$ cat src/hw/rtc_timer_consts.svh
// Offsets, field positions and reset values of the RTC countdown timer.
// Assumes byte offsets on an 8-bit register address.
`ifndef RTC_TIMER_CONSTS_SVH
`define RTC_TIMER_CONSTS_SVH

////////////////////////////////////////////////////////////////////////
// Register byte offsets
`define OFS_IRQ_ENABLE 8'h1c
`define OFS_IRQ_RAW 8'h20
`define OFS_IRQ_MASKED 8'h24
`define OFS_IRQ_CLEAR 8'h28
`define OFS_TIMER_VALUE 8'h2c
`define OFS_TIMER_CONTROL 8'h30
`define OFS_LOAD_FIRST 8'h34
`define OFS_LOAD_SECOND 8'h38
`define OFS_PATTERN_LOW 8'h3c
`define OFS_PATTERN_TOP 8'h48

////////////////////////////////////////////////////////////////////////
// Field positions
`define IRQ_WATCH 0
`define IRQ_COUNT 1
`define CTL_ONE_SHOT 0
`define CTL_RUN 1
`define CTL_SELF_START 2
`define CTL_PLEN_LO 4
`define CTL_PLEN_HI 10
`define CTL_CLK_SEL 11
`define CTL_GATE_OVR 12

////////////////////////////////////////////////////////////////////////
// Reset values
`define COUNT_RESET 32'h0fffffff
`define LOAD_RESET 32'h00000000
`define PATTERN_RESET 32'h00000000

`endif

$ cat src/hw/rtc_timer_pkg.sv
// Types of the RTC countdown timer and its pattern store.
// Assumes the constants header is on the include path.
package rtc_timer_pkg;

    // Register state of the timer block, apart from the pattern store words
    typedef struct packed {
        logic slow_meta;
        logic slow_sync;
        logic slow_prev;
        logic trim_meta;
        logic trim_sync;
        logic trim_prev;
        logic one_shot;
        logic run;
        logic self_start;
        logic [6:0] plen;
        logic clk_sel;
        logic gate_ovr;
        logic [1:0] irq_en;
        logic [1:0] raw;
        logic [31:0] load_first;
        logic [31:0] load_second;
        logic [31:0] count;
        logic [6:0] ptr;
        logic [31:0] rdata;
        logic rd_pat;
    } timer_state_type;

    // Four pattern words plus two registered read ports
    typedef struct packed {
        logic [3:0][31:0] words;
        logic [31:0] rd_data;
        logic [31:0] ptr_word;
    } pattern_state_type;

endpackage

$ cat src/hw/pattern_store.sv
// Four-word reload pattern memory with two registered read ports.
// Assumes one writer on the system clock; reads settle one cycle later.
`timescale 1ns/10ps
`default_nettype none
`include "rtc_timer_consts.svh"

module pattern_store (
    // Clock and reset
    input wire logic clk_sys,
    input wire logic resetn,
    // Write port
    input wire logic wr_en,
    input wire logic [1:0] wr_idx,
    input wire logic [31:0] wr_data,
    // Bus read port
    input wire logic [1:0] rd_idx,
    output logic [31:0] rd_data,
    // Pointer read port
    input wire logic [1:0] ptr_idx,
    output logic [31:0] ptr_word
);

    rtc_timer_pkg::pattern_state_type cur_r;
    rtc_timer_pkg::pattern_state_type cur_nxt;

    // Both read ports are registered, so data lag the index by one cycle
    always_comb begin
        cur_nxt = cur_r;
        if (wr_en) begin
            cur_nxt.words[wr_idx] = wr_data; // [RULE16] [RULE17]
        end
        cur_nxt.rd_data = cur_r.words[rd_idx];
        cur_nxt.ptr_word = cur_r.words[ptr_idx];
    end

    // Every word clears to zero on reset
    always_ff @(posedge clk_sys or negedge resetn) begin
        if (!resetn) begin
            cur_r <= '{words: {4{`PATTERN_RESET}}, default: '0}; // [RULE16]
        end else begin
            cur_r <= cur_nxt;
        end
    end

    assign rd_data = cur_r.rd_data;
    assign ptr_word = cur_r.ptr_word;

endmodule
`default_nettype wire

$ cat src/hw/rtc_down_timer_irq_unit.sv
// RTC countdown timer with the interrupt status shared with the clockwatch.
// Assumes the 32 kHz and trimmed clocks arrive as asynchronous pins and
// the clockwatch event is a one-cycle pulse on the system clock.
//
// Notes on behaviour
// [RULE1] - Raw status shows watch flag at bit 0, countdown flag at bit 1.
// [RULE2] - Enable bits gate each source; both clear after reset.
// [RULE3] - Masked status is raw status ANDed with its enable bit.
// [RULE4] - Writing one to a clear bit drops that flag; zero does nothing.
// [RULE5] - Periodic mode: at zero raise the flag and reload the counter.
// [RULE6] - One-shot mode: at zero raise the flag and stop counting.
// [RULE7] - Run bit changes act on the next slow clock tick.
// [RULE8] - Stopped counter holds its value; run bit reads back.
// [RULE9] - Writing a load value while stopped sets the run bit.
// [RULE10] - One-shot expiry clears the run bit.
// [RULE11] - With self-start set, any load or pattern write sets run.
// [RULE12] - Control bits 10:4 hold the pattern length.
// [RULE13] - Control bit 11 picks raw 32 kHz or trimmed count clock.
// [RULE14] - Control bit 12 forces the block clock gate always open.
// [RULE15] - Two 32-bit load values at 0x34 and 0x38, reset zero.
// [RULE16] - Pattern bits 31:0 live in a 32-bit register, reset zero.
// [RULE17] - Pattern spans 128 bits over four words, top word 127:96.
// [RULE18] - Each reload picks load value by pattern bit, pointer wraps.
// [RULE19] - Timer value register reads the counter, resets to all ones; the code resets it to 0x0fffffff.
//
// Implementation choice: the address-and-strobe port.
`timescale 1ns/10ps
`default_nettype none
`include "rtc_timer_consts.svh"

module rtc_down_timer_irq_unit (
    // Clock and reset
    input wire logic clk_sys,
    input wire logic resetn,
    // Register port
    input wire logic [7:0] bus_addr,
    input wire logic [31:0] bus_wdata,
    input wire logic bus_wr,
    input wire logic bus_rd,
    output logic [31:0] bus_rdata,
    // Count clocks and clockwatch event
    input wire logic slow_32k_clock,
    input wire logic trimmed_clock,
    input wire logic watch_event,
    // Outputs
    output logic irq,
    output logic clock_gate_en
);

    ////////////////////////////////////////////////////////////////////
    // Decoding helpers

    // True for the four pattern word offsets
    function automatic logic is_pattern(input logic [7:0] addr);
        is_pattern = (addr == `OFS_PATTERN_LOW) || (addr == 8'h40) ||
                     (addr == 8'h44) || (addr == `OFS_PATTERN_TOP);
    endfunction

    // Word index: 0x3c maps to 0 through 0x48 mapping to 3
    function automatic logic [1:0] pattern_index(input logic [7:0] addr);
        pattern_index = addr[3:2] + 2'h1;
    endfunction

    ////////////////////////////////////////////////////////////////////
    // State and derived terms

    localparam rtc_timer_pkg::timer_state_type RESET_STATE = '{
        count: `COUNT_RESET, // [RULE19]
        load_first: `LOAD_RESET,
        load_second: `LOAD_RESET,
        default: '0
    };

    rtc_timer_pkg::timer_state_type cur_r;
    rtc_timer_pkg::timer_state_type cur_nxt;

    logic slow_tick;
    logic trim_tick;
    logic count_tick;
    logic expire;
    logic pat_bit;
    logic [31:0] reload_val;
    logic [7:0] ptr_inc;
    logic [6:0] ptr_next;
    logic wr_load;
    logic wr_pat;
    logic [1:0] masked;
    logic [31:0] ctrl_word;
    logic [31:0] mem_rd_data;
    logic [31:0] ptr_word;

    // Edges are taken from the second synchroniser stage only
    assign slow_tick = cur_r.slow_sync & ~cur_r.slow_prev;
    assign trim_tick = cur_r.trim_sync & ~cur_r.trim_prev;
    assign count_tick = cur_r.clk_sel ? trim_tick : slow_tick; // [RULE13]
    assign expire = count_tick & cur_r.run & (cur_r.count == 32'h0);

    // Pattern bit under the pointer chooses the next reload value
    assign pat_bit = ptr_word[cur_r.ptr[4:0]];
    assign reload_val = pat_bit ? cur_r.load_second : cur_r.load_first; // [RULE18]

    // Pointer wraps once it has crossed plen bits; a length of zero acts as one
    assign ptr_inc = {1'b0, cur_r.ptr} + 8'h01;
    assign ptr_next = (ptr_inc >= {1'b0, cur_r.plen}) ? 7'h00 : ptr_inc[6:0]; // [RULE12]

    // Write strobes that may start the counter
    assign wr_load = bus_wr & ((bus_addr == `OFS_LOAD_FIRST) || (bus_addr == `OFS_LOAD_SECOND));
    assign wr_pat = bus_wr & is_pattern(bus_addr);

    // Masked status and the single level interrupt
    assign masked = cur_r.raw & cur_r.irq_en; // [RULE3]
    assign irq = |masked; // [RULE2]

    // Clock gate opens while counting, or always when overridden
    assign clock_gate_en = cur_r.run | cur_r.gate_ovr; // [RULE14]

    // Control register as software sees it; bit 3 and 31:13 read zero
    assign ctrl_word = {19'h0, cur_r.gate_ovr, cur_r.clk_sel, cur_r.plen, 1'b0,
                        cur_r.self_start, cur_r.run, cur_r.one_shot}; // [RULE8] [RULE12]

    ////////////////////////////////////////////////////////////////////
    // Next-state logic

    always_comb begin
        cur_nxt = cur_r;

        // Two-stage synchronisers, then an edge history flop
        cur_nxt.slow_meta = slow_32k_clock;
        cur_nxt.slow_sync = cur_r.slow_meta;
        cur_nxt.slow_prev = cur_r.slow_sync;
        cur_nxt.trim_meta = trimmed_clock;
        cur_nxt.trim_sync = cur_r.trim_meta;
        cur_nxt.trim_prev = cur_r.trim_sync;

        // Clears go first so that a same-cycle event still sets its flag
        if (bus_wr && (bus_addr == `OFS_IRQ_CLEAR)) begin
            cur_nxt.raw = cur_r.raw & ~bus_wdata[1:0]; // [RULE4]
        end
        if (watch_event) begin
            cur_nxt.raw[`IRQ_WATCH] = 1'b1; // [RULE1]
        end

        // Counter moves only on a tick of the chosen clock while running
        if (count_tick && cur_r.run) begin // [RULE7] [RULE8]
            if (cur_r.count == 32'h0) begin
                cur_nxt.raw[`IRQ_COUNT] = 1'b1; // [RULE1] [RULE5] [RULE6]
                cur_nxt.count = reload_val; // [RULE5]
                cur_nxt.ptr = ptr_next; // [RULE18]
                if (cur_r.one_shot) begin
                    cur_nxt.run = 1'b0; // [RULE6] [RULE10]
                end
            end else begin
                cur_nxt.count = cur_r.count - 32'h1;
            end
        end

        // Register writes; a software run write beats a same-cycle expiry
        if (bus_wr) begin
            case (bus_addr)
                `OFS_IRQ_ENABLE: begin
                    cur_nxt.irq_en = bus_wdata[1:0]; // [RULE2]
                end
                `OFS_TIMER_CONTROL: begin
                    cur_nxt.one_shot = bus_wdata[`CTL_ONE_SHOT];
                    cur_nxt.run = bus_wdata[`CTL_RUN]; // [RULE7]
                    cur_nxt.self_start = bus_wdata[`CTL_SELF_START];
                    cur_nxt.plen = bus_wdata[`CTL_PLEN_HI:`CTL_PLEN_LO]; // [RULE12]
                    cur_nxt.clk_sel = bus_wdata[`CTL_CLK_SEL]; // [RULE13]
                    cur_nxt.gate_ovr = bus_wdata[`CTL_GATE_OVR]; // [RULE14]
                end
                // A write to a stopped timer also loads the counter; otherwise the
                // first expiry would only come after the whole reset count
                `OFS_LOAD_FIRST: begin
                    cur_nxt.load_first = bus_wdata; // [RULE15]
                    if (!cur_r.run) begin
                        cur_nxt.count = bus_wdata; // [RULE9]
                    end
                end
                `OFS_LOAD_SECOND: begin
                    cur_nxt.load_second = bus_wdata; // [RULE15]
                    if (!cur_r.run) begin
                        cur_nxt.count = bus_wdata; // [RULE9]
                    end
                end
                default: begin
                end
            endcase
        end

        // Hardware start on load writes while stopped, or on any with self-start
        if ((wr_load && !cur_r.run) || ((wr_load || wr_pat) && cur_r.self_start)) begin
            cur_nxt.run = 1'b1; // [RULE9] [RULE11]
        end

        // Read data land in the cycle after the strobe
        if (bus_rd) begin
            cur_nxt.rd_pat = is_pattern(bus_addr);
            case (bus_addr)
                `OFS_IRQ_ENABLE: cur_nxt.rdata = {30'h0, cur_r.irq_en};
                `OFS_IRQ_RAW: cur_nxt.rdata = {30'h0, cur_r.raw}; // [RULE1]
                `OFS_IRQ_MASKED: cur_nxt.rdata = {30'h0, masked}; // [RULE3]
                `OFS_TIMER_VALUE: cur_nxt.rdata = cur_r.count; // [RULE19]
                `OFS_TIMER_CONTROL: cur_nxt.rdata = ctrl_word; // [RULE8]
                `OFS_LOAD_FIRST: cur_nxt.rdata = cur_r.load_first;
                `OFS_LOAD_SECOND: cur_nxt.rdata = cur_r.load_second;
                default: cur_nxt.rdata = 32'h0;
            endcase
        end
    end

    // State register
    always_ff @(posedge clk_sys or negedge resetn) begin
        if (!resetn) begin
            cur_r <= RESET_STATE;
        end else begin
            cur_r <= cur_nxt;
        end
    end

    ////////////////////////////////////////////////////////////////////
    // Pattern memory

    // Pointer word lags one cycle; ticks are thousands of cycles apart
    pattern_store u_pattern (
        .clk_sys(clk_sys),
        .resetn(resetn),
        .wr_en(wr_pat),
        .wr_idx(pattern_index(bus_addr)),
        .wr_data(bus_wdata),
        .rd_idx(pattern_index(bus_addr)),
        .rd_data(mem_rd_data),
        .ptr_idx(cur_r.ptr[6:5]),
        .ptr_word(ptr_word)
    );

    // Both sources are flops; the select tracks the last read
    assign bus_rdata = cur_r.rd_pat ? mem_rd_data : cur_r.rdata;
endmodule
`default_nettype wire

$ cat config.mk
export PLATFORM = sky130hd
export DESIGN_NAME = rtc_down_timer_irq_unit
export DESIGN_NICKNAME = d
export VERILOG_FILES = /design/src/hw/rtc_timer_pkg.sv /design/src/hw/pattern_store.sv /design/src/hw/rtc_down_timer_irq_unit.sv
export VERILOG_INCLUDE_DIRS = /design/src /design/src/hw
export SDC_FILE = /design/constraint.sdc
export NUM_CORES = 1
export LEC_CHECK = 0
export ABC_AREA = 1
export BUFFER_PORTS_ARGS = -buffer_cell sky130_fd_sc_hd__buf_2
export CAP_MARGIN = 20
export CORE_MARGIN = 2
export CORE_UTILIZATION = 25
export DETAILED_ROUTE_END_ITERATION = 12
export GPL_TIMING_DRIVEN = 0
export PLACE_DENSITY_LB_ADDON = 0.25
export SYNTH_ARGS = -nofsm -noshare
export SYNTH_HDL_FRONTEND = slang
export SYNTH_SLANG_ARGS = --single-unit
$ cat constraint.sdc
create_clock -name clk_sys -period 4.6 [get_ports clk_sys]
set_input_delay 0.23 -clock clk_sys [delete_from_list [all_inputs] [get_ports clk_sys]]
set_output_delay 0.23 -clock clk_sys [all_outputs]
set_load 0.02 [all_outputs]
== Word level (Yosys, flattened, before mapping) ==
Index checks and enable logic that the tools add are counted.

* Register bits after elaboration: 350
* Bits in latches: 0
* Bits in writable memories: 0
* Memory bits (read-only): 0
* Output and inout port bits: 34
* Logic and storage cells: 109
* Memories kept: 0

* Add/sub/neg operators: 3
* Multipliers: 0
* Divide/modulo/power cells: 0
* Order comparisons: 5
* Eq/ne operators: 12
* Shifts and indexed selects: 0
* Mux-type cells: 31
* Bitwise gates (word level): 10
* Reduce and logical (&&, ||, !) cells: 21

{| class="wikitable"
|+ Operators with widths
! cell !! count
|-
| 32-bit 2-to-1 mux || 9
|-
| 32-bit case mux with 7 select lines || 1
|-
| 32-bit binary-select mux with 2-bit select || 2
|-
| 128-bit bitwise mux || 1
|-
| 32-bit demux with 2-bit select || 1
|-
| 8-bit by 6-bit equality test with 1-bit output, second input constant || 8
|-
| 39-bit 2-to-1 mux || 1
|-
| 32-bit zero test || 1
|-
| 32-bit by 1-bit subtractor with 32-bit output, second input constant || 1
|-
| 8-bit by 7-bit equality test with 1-bit output, second input constant || 3
|-
| 7-bit 2-to-1 mux || 2
|-
| 13-bit 2-to-1 mux || 1
|-
| 11-bit 2-to-1 mux || 1
|-
| 2-bit AND reduction || 5
|-
| 1-bit 2-to-1 mux || 9
|-
| 7-bit by 1-bit adder with 8-bit output, second input constant || 1
|-
| 8-bit by 5-bit equality test with 1-bit output, second input constant || 1
|-
| 8-bit by 7-bit >= comparator with 1-bit output || 1
|-
| 1-bit logical OR || 6
|-
| 2-bit by 3-bit less-than comparator with 1-bit output, second input constant || 2
|-
| 5-bit by 6-bit less-than comparator with 1-bit output, second input constant || 1
|-
| 1-bit binary-select mux with 5-bit select || 1
|-
| 1-bit logical AND || 5
|-
| 1-bit bitwise AND || 4
|-
| other kinds (10) || 14
|}

== Depth between registers and ports, before layout ==
* Depth in word-level cells: 9
* Depth in mapped cells: 15
* Gate-level depth less buffers: 13

== By module ==
A second synthesis with hierarchy kept.

* Cell total of the unflattened synthesis: 2687
* Area, all modules: 19607.6 sq um

{| class="wikitable"
|+ By module, submodules not included
! module !! times used !! cells an instance !! area an instance (sq um) !! seq. area each (sq um)
|-
| pattern_store || 1 || 1310 || 9815.7 || 4804.6
|-
| rtc_down_timer_irq_unit || 1 || 1377 || 9791.9 || 3988.8
|}

== Worst setup path before layout ==
No wires, ideal clock.

* Path kind: register to register
* Start: register cur_r[33] (netlist bit)
* End: register cur_r[38] (netlist bit)
* Setup time: 0.134 ns
* Arrival: 2.328 ns
* Setup slack: 2.138 ns
* Cell stages (with the launch flop): 16
* Buffers on the path: 3
* Period minus slack after synthesis: 2.462 ns
* Cell sequence: dfrtp_1 > buf_6 > inv_4 > buf_6 > nor3_2 > nand2_1 > nor2_2 > xor2_1 > inv_1 > ha_1 > nand2_1 > nand3b_2 > or2_2 > buf_6 > nand2_2 > o22ai_2

* Word-level cells in the longest chain between the ends: 3

{| class="wikitable"
|+ RTL lines
! item !! line !! source
|-
| start: declaration || rtc_down_timer_irq_unit.sv:74 || <nowiki>rtc_timer_pkg::timer_state_type cur_r;</nowiki>
|-
| start signal: assignment || rtc_down_timer_irq_unit.sv:216 || <nowiki>cur_r <= cur_nxt;</nowiki>
|-
| 7-bit by 1-bit adder with 8-bit output * || rtc_down_timer_irq_unit.sv:103 || <nowiki>assign ptr_inc = {1'b0, cur_r.ptr} + 8'h01;</nowiki>
|-
| 8-bit by 7-bit >= comparator with 1-bit output || rtc_down_timer_irq_unit.sv:104 || <nowiki>assign ptr_next = (ptr_inc >= {1'b0, cur_r.plen}) ? 7'h00 : ptr_inc[6:0];</nowiki>
|-
| 7-bit 2-to-1 mux * || rtc_down_timer_irq_unit.sv:104 ||
|}

Mark *: on every way between the ends. The rest lies on a longest branch, timed or not.
A chain may end at the register's enable or synchronous reset.

== Final worst setup path ==
* Start: input bus_addr[2]
* End: register u_pattern.cur_r[183] (netlist bit)

* Word-level cells in the longest chain between the ends: 6
* Elaborated cells on any way between the ends: 15
* Classes of those cells: 1 x add/sub; 2 x order compare; 4 x eq/ne; 3 x mux; 1 x bitwise; 4 x reduce/logical

{| class="wikitable"
|+ RTL lines
! item !! line !! source
|-
| start: declaration || rtc_down_timer_irq_unit.sv:36 || <nowiki>input wire logic [7:0] bus_addr,</nowiki>
|-
| 2-bit by 1-bit adder with 2-bit output || rtc_down_timer_irq_unit.sv:61 || <nowiki>pattern_index = addr[3:2] + 2'h1;</nowiki>
|-
| 2-bit by 3-bit less-than comparator with 1-bit output (implied by the code) or 2-bit by 1-bit >= comparator with 1-bit output (tied branches) || pattern_store.sv:30 || <nowiki>cur_nxt.words[wr_idx] = wr_data;</nowiki>
|-
| 1-bit logical AND (implied by the code) || pattern_store.sv:30 ||
|-
| 32-bit 2-to-1 mux (implied by the code) || pattern_store.sv:30 ||
|-
| 32-bit demux with 2-bit select || - ||
|-
| 128-bit bitwise mux || pattern_store.sv:30 ||
|-
| end signal: assignment || pattern_store.sv:41 || <nowiki>cur_r <= cur_nxt;</nowiki>
|-
| end: declaration || pattern_store.sv:23 || <nowiki>rtc_timer_pkg::pattern_state_type cur_r;</nowiki>
|}

Several ways; a longest one is shown, not always the timed one.

==> metrics.md <==
| Metric | Value |
|---|---|
| Final worst path period need | 3.60 ns |
| R2R Path Start | cur_r[35] |
| Post-Synthesis Cells | 2187 |
| Worst min path class | in -> reg |
| F_max | 278 MHz |
| Critical Path Fanout Max | 12 |
| Final Max Tran Viols | 0 |
| Ant diodes | 0 |
| # port buffers | 78 |
| Post-synthesis cell type count | 53 |
| CTS tree | yes |
| GRT Util Overall | 18.7% |
| #FFs+latches synth | 350 |
| Die H | 271 um |
| Worst Setup SP | bus_addr[2] |
| Final hold violation count | 0 |
| GPL Wtd Cong | 1.01 |
| Clock sinks | 350 |
| Status | finished, final reports clean |
| Power density cells | 384 nW/um2 |
| Share of cells above drive strength 1 | 11.4% |
| Primary FF master, synth | dfrtp_1 |
| Iter 0 DRT Violations | 1596 |
| Core Area | 70400 um2 |
| Number of synthesis warnings | 0 |
| Mapped cell area | 17800 um2 |
| Critical Path End | u_pattern.cur_r[183] |
| CTS max path bufs | 3 |
| Synth Net Count | 2249 |
| Root Driver | clkbuf_16 |
| # Post-CTS Setup Buffers | 0 |
| H-tree level count | 2 |
| Max Clock Skew | 0.0227 ns |
| Non-Filler Cell Area, Final | 21200 um2 |
| Wire per inst | 20.9 um |
| WL final | 69.5 mm |
| Depth of the most critical reg-to-reg path | 14 |
| TritonRoute pass-1 iters | 6 |
| Sequential area share after synthesis | 49.3% |
| CTS hold repair buffers | 30 |
| Post-synth ARST share | 100% |
| Vias in the first global route | 16600 |
| Peak VDD IR | 0.242 mV |
| Static Leak | 0.00935 uW |
| Clk pin slew, worst setup/hold paths | 0.06 ns |
| Row count | 97 |
| Reg2reg end | cur_r[39] |
| Total CTS buffers | 44 |
| Tcrit/Tclk final | 78.3% |
| Post-place setup slack | 0.522 ns |
| First-pass GRT wire length | 105 mm |
| Crit path DAT | 4.06 ns |
| Most frequent cells in the layout | nand2_1, o21ai_0, dfrtp_1 |
| Critical path class | in -> reg |
| Hold wc startpoint | bus_addr[0] |
| Synth Area per Inst | 8.16 um2 |
| Vias post-DR | 16600 |
| I/O pins | 81 |
| Largest net degree at the start of global routing | 121 |
| Post-CTS resize count | 0 |
| Initial antenna violation count | 2 |
| Crit start category | input pin |
| DRC | 0 |
| Area growth, synth to finish | 18.8% |
| Unrepaired setup endpoints after global routing | false |
| Commonest non-fill, non-tap cell in the layout | nand2_1 |
| Reg2reg setup slack | 1.53 ns |
| Worst-skew pair later-pin latency | 0.59 ns |
| CP Capture Type | register |
| Worst-Margin Slew | 0.840 ns |
| Slew HR | 44.0% |
| Setup violators final | 0 |
| Die W | 271 um |
| Number of flops mapped to enable cells by yosys | 0 |
| Total Nets Final | 2406 |
| Area of placed instances | 19500 um2 |
| Total Neg Setup Slack | 0 ns |
| Grt ovf | 0 |
| Post-DRT Antenna Nets | 0 |
| Full die area | 73500 um2 |
| DP Wirelength | 51.9 mm |
| Initial Utilization | 25.4% |
| Max cap viols | 0 |
| Post-layout worst setup margin | 0.998 ns |
| Critical Path RT | 5.06 ns |
| Vias per inst | 5.00 |
-- cell usage after synthesis, types with 2 or more instances --
library cell,n,area [um2]
o21bai_1,2,15.0
o21a_1,128,961
nand2_1,454,1700
dfstp_2,28,736
a221oi_1,2,17.5
nor2_4,9,101
dfrtp_1,322,8060
o21ai_0,322,1610
or2_2,2,12.5
buf_2,40,200
nor2_2,8,50.1
nand2_2,4,25.0
nand3b_1,19,143
clkinv_1,2,7.51
o22ai_2,2,25.0
nor4_2,2,25.0
a21oi_1,51,255
nand3_1,105,526
nor3_1,6,30.0
o221ai_1,14,123
a211oi_1,2,15.0
buf_4,4,30.0
nor3_2,2,20.0
xor2_1,18,158
nand3_2,4,40.0
o22ai_1,82,513
inv_1,185,694
buf_6,5,56.3
buf_1,4,15.0
ha_1,15,188
a22oi_1,8,60.1
o21ai_1,13,65.1
clkbuf_1,82,308
o2111ai_1,2,17.5
a31oi_1,4,25.0
inv_2,4,15.0
o211ai_1,6,45.0
nor2_1,193,724
nand4_1,18,113
-- state kept, by name, summed over array words and instances (netlist names) --
| signal | cells |
|---|---|
| u_pattern.cur_r | 128 |
| cur_r | 142 |
| ctrl_word | 12 |
| u_pattern.rd_data | 32 |
| cur_nxt | 4 |
| u_pattern.ptr_word | 32 |
-- cells by family after synthesis --
| kind of cell | share of synthesized area, % |
|---|---|
| AOI/OAI and AO/OA | 21.2 |
| and+or+nand+nor | 20.0 |
| xor gates and xnor gates | 0.933 |
| buffers and inverters | 7.50 |
| DFF | 49.3 |
| adders and majority gates | 1.05 |
-- metal layers --
layer	vias up	GRT usage (%)	wire length [um]
li1	7635	-	-
met1	8158	25.2	30600
met2	666	30.8	32800
met3	137	2.44	3970
met4	0	6.51	2090
met5	-	0	0
-- worst min path at each step --
| stage | to | cells past startpoint |
|---|---|---|
| after floorplan | ctrl_word[0] | 0 |
| after global placement | cur_nxt[155] | 0 |
| after global routing | cur_r[137] | 5 |
| final | cur_r[137] | 5 |
| after detailed placement | cur_r[68] | 1 |
| after CTS | cur_r[137] | 5 |
-- per-stage QoR --
stage / cells / utilization, % / total power (uW) / hold WS [ns]
final: 3317 / 30.1 / 8150 / 0.0888
after global routing: 3317 / 30.1 / 8510 / 0.102
after CTS: 3317 / 30.1 / 8210 / 0.0635
after detailed placement: 3208 / 27.7 / 4770 / 0.232
after global placement: 3205 / 27.6 / 4740 / 0.341
after floorplan: 2187 / - / 4330 / -0.0656
-- power breakdown --
part | total (uW) | internal (uW) | leakage (uW) | switching (uW)
clock network | 3380 | 1960 | 0.000697 | 1430
logic | 1040 | 383 | 0.00399 | 660
registers | 3720 | 3440 | 0.00466 | 283
total | 8150 | 5780 | 0.00935 | 2370
-- area by class of cell --
type,instances,area (um2)
plain buffers,135,609
multi-input cells,1509,7710
clock inverters,18,159
well taps,940,1180
flip-flops and latches,350,8790
inverters,193,728
clock buffers,61,1240
fillers,7523,49200
repair buffers,111,783
-- critical path, stage by stage --
cell,delay (ns)
buf_2,0.16
clkbuf_1,0.29
inv_1,0.14
clkbuf_1,0.37
clkbuf_1,0.68
ha_1,0.47
nand2_1,0.18
nand3_1,0.12
nand4_1,0.10
o21ai_2,0.15
nand2_2,0.24
nor2_4,0.32
buf_2,0.38
nand2_1,0.10
o21a_1,0.12
(Power assumes the default switching activity.)
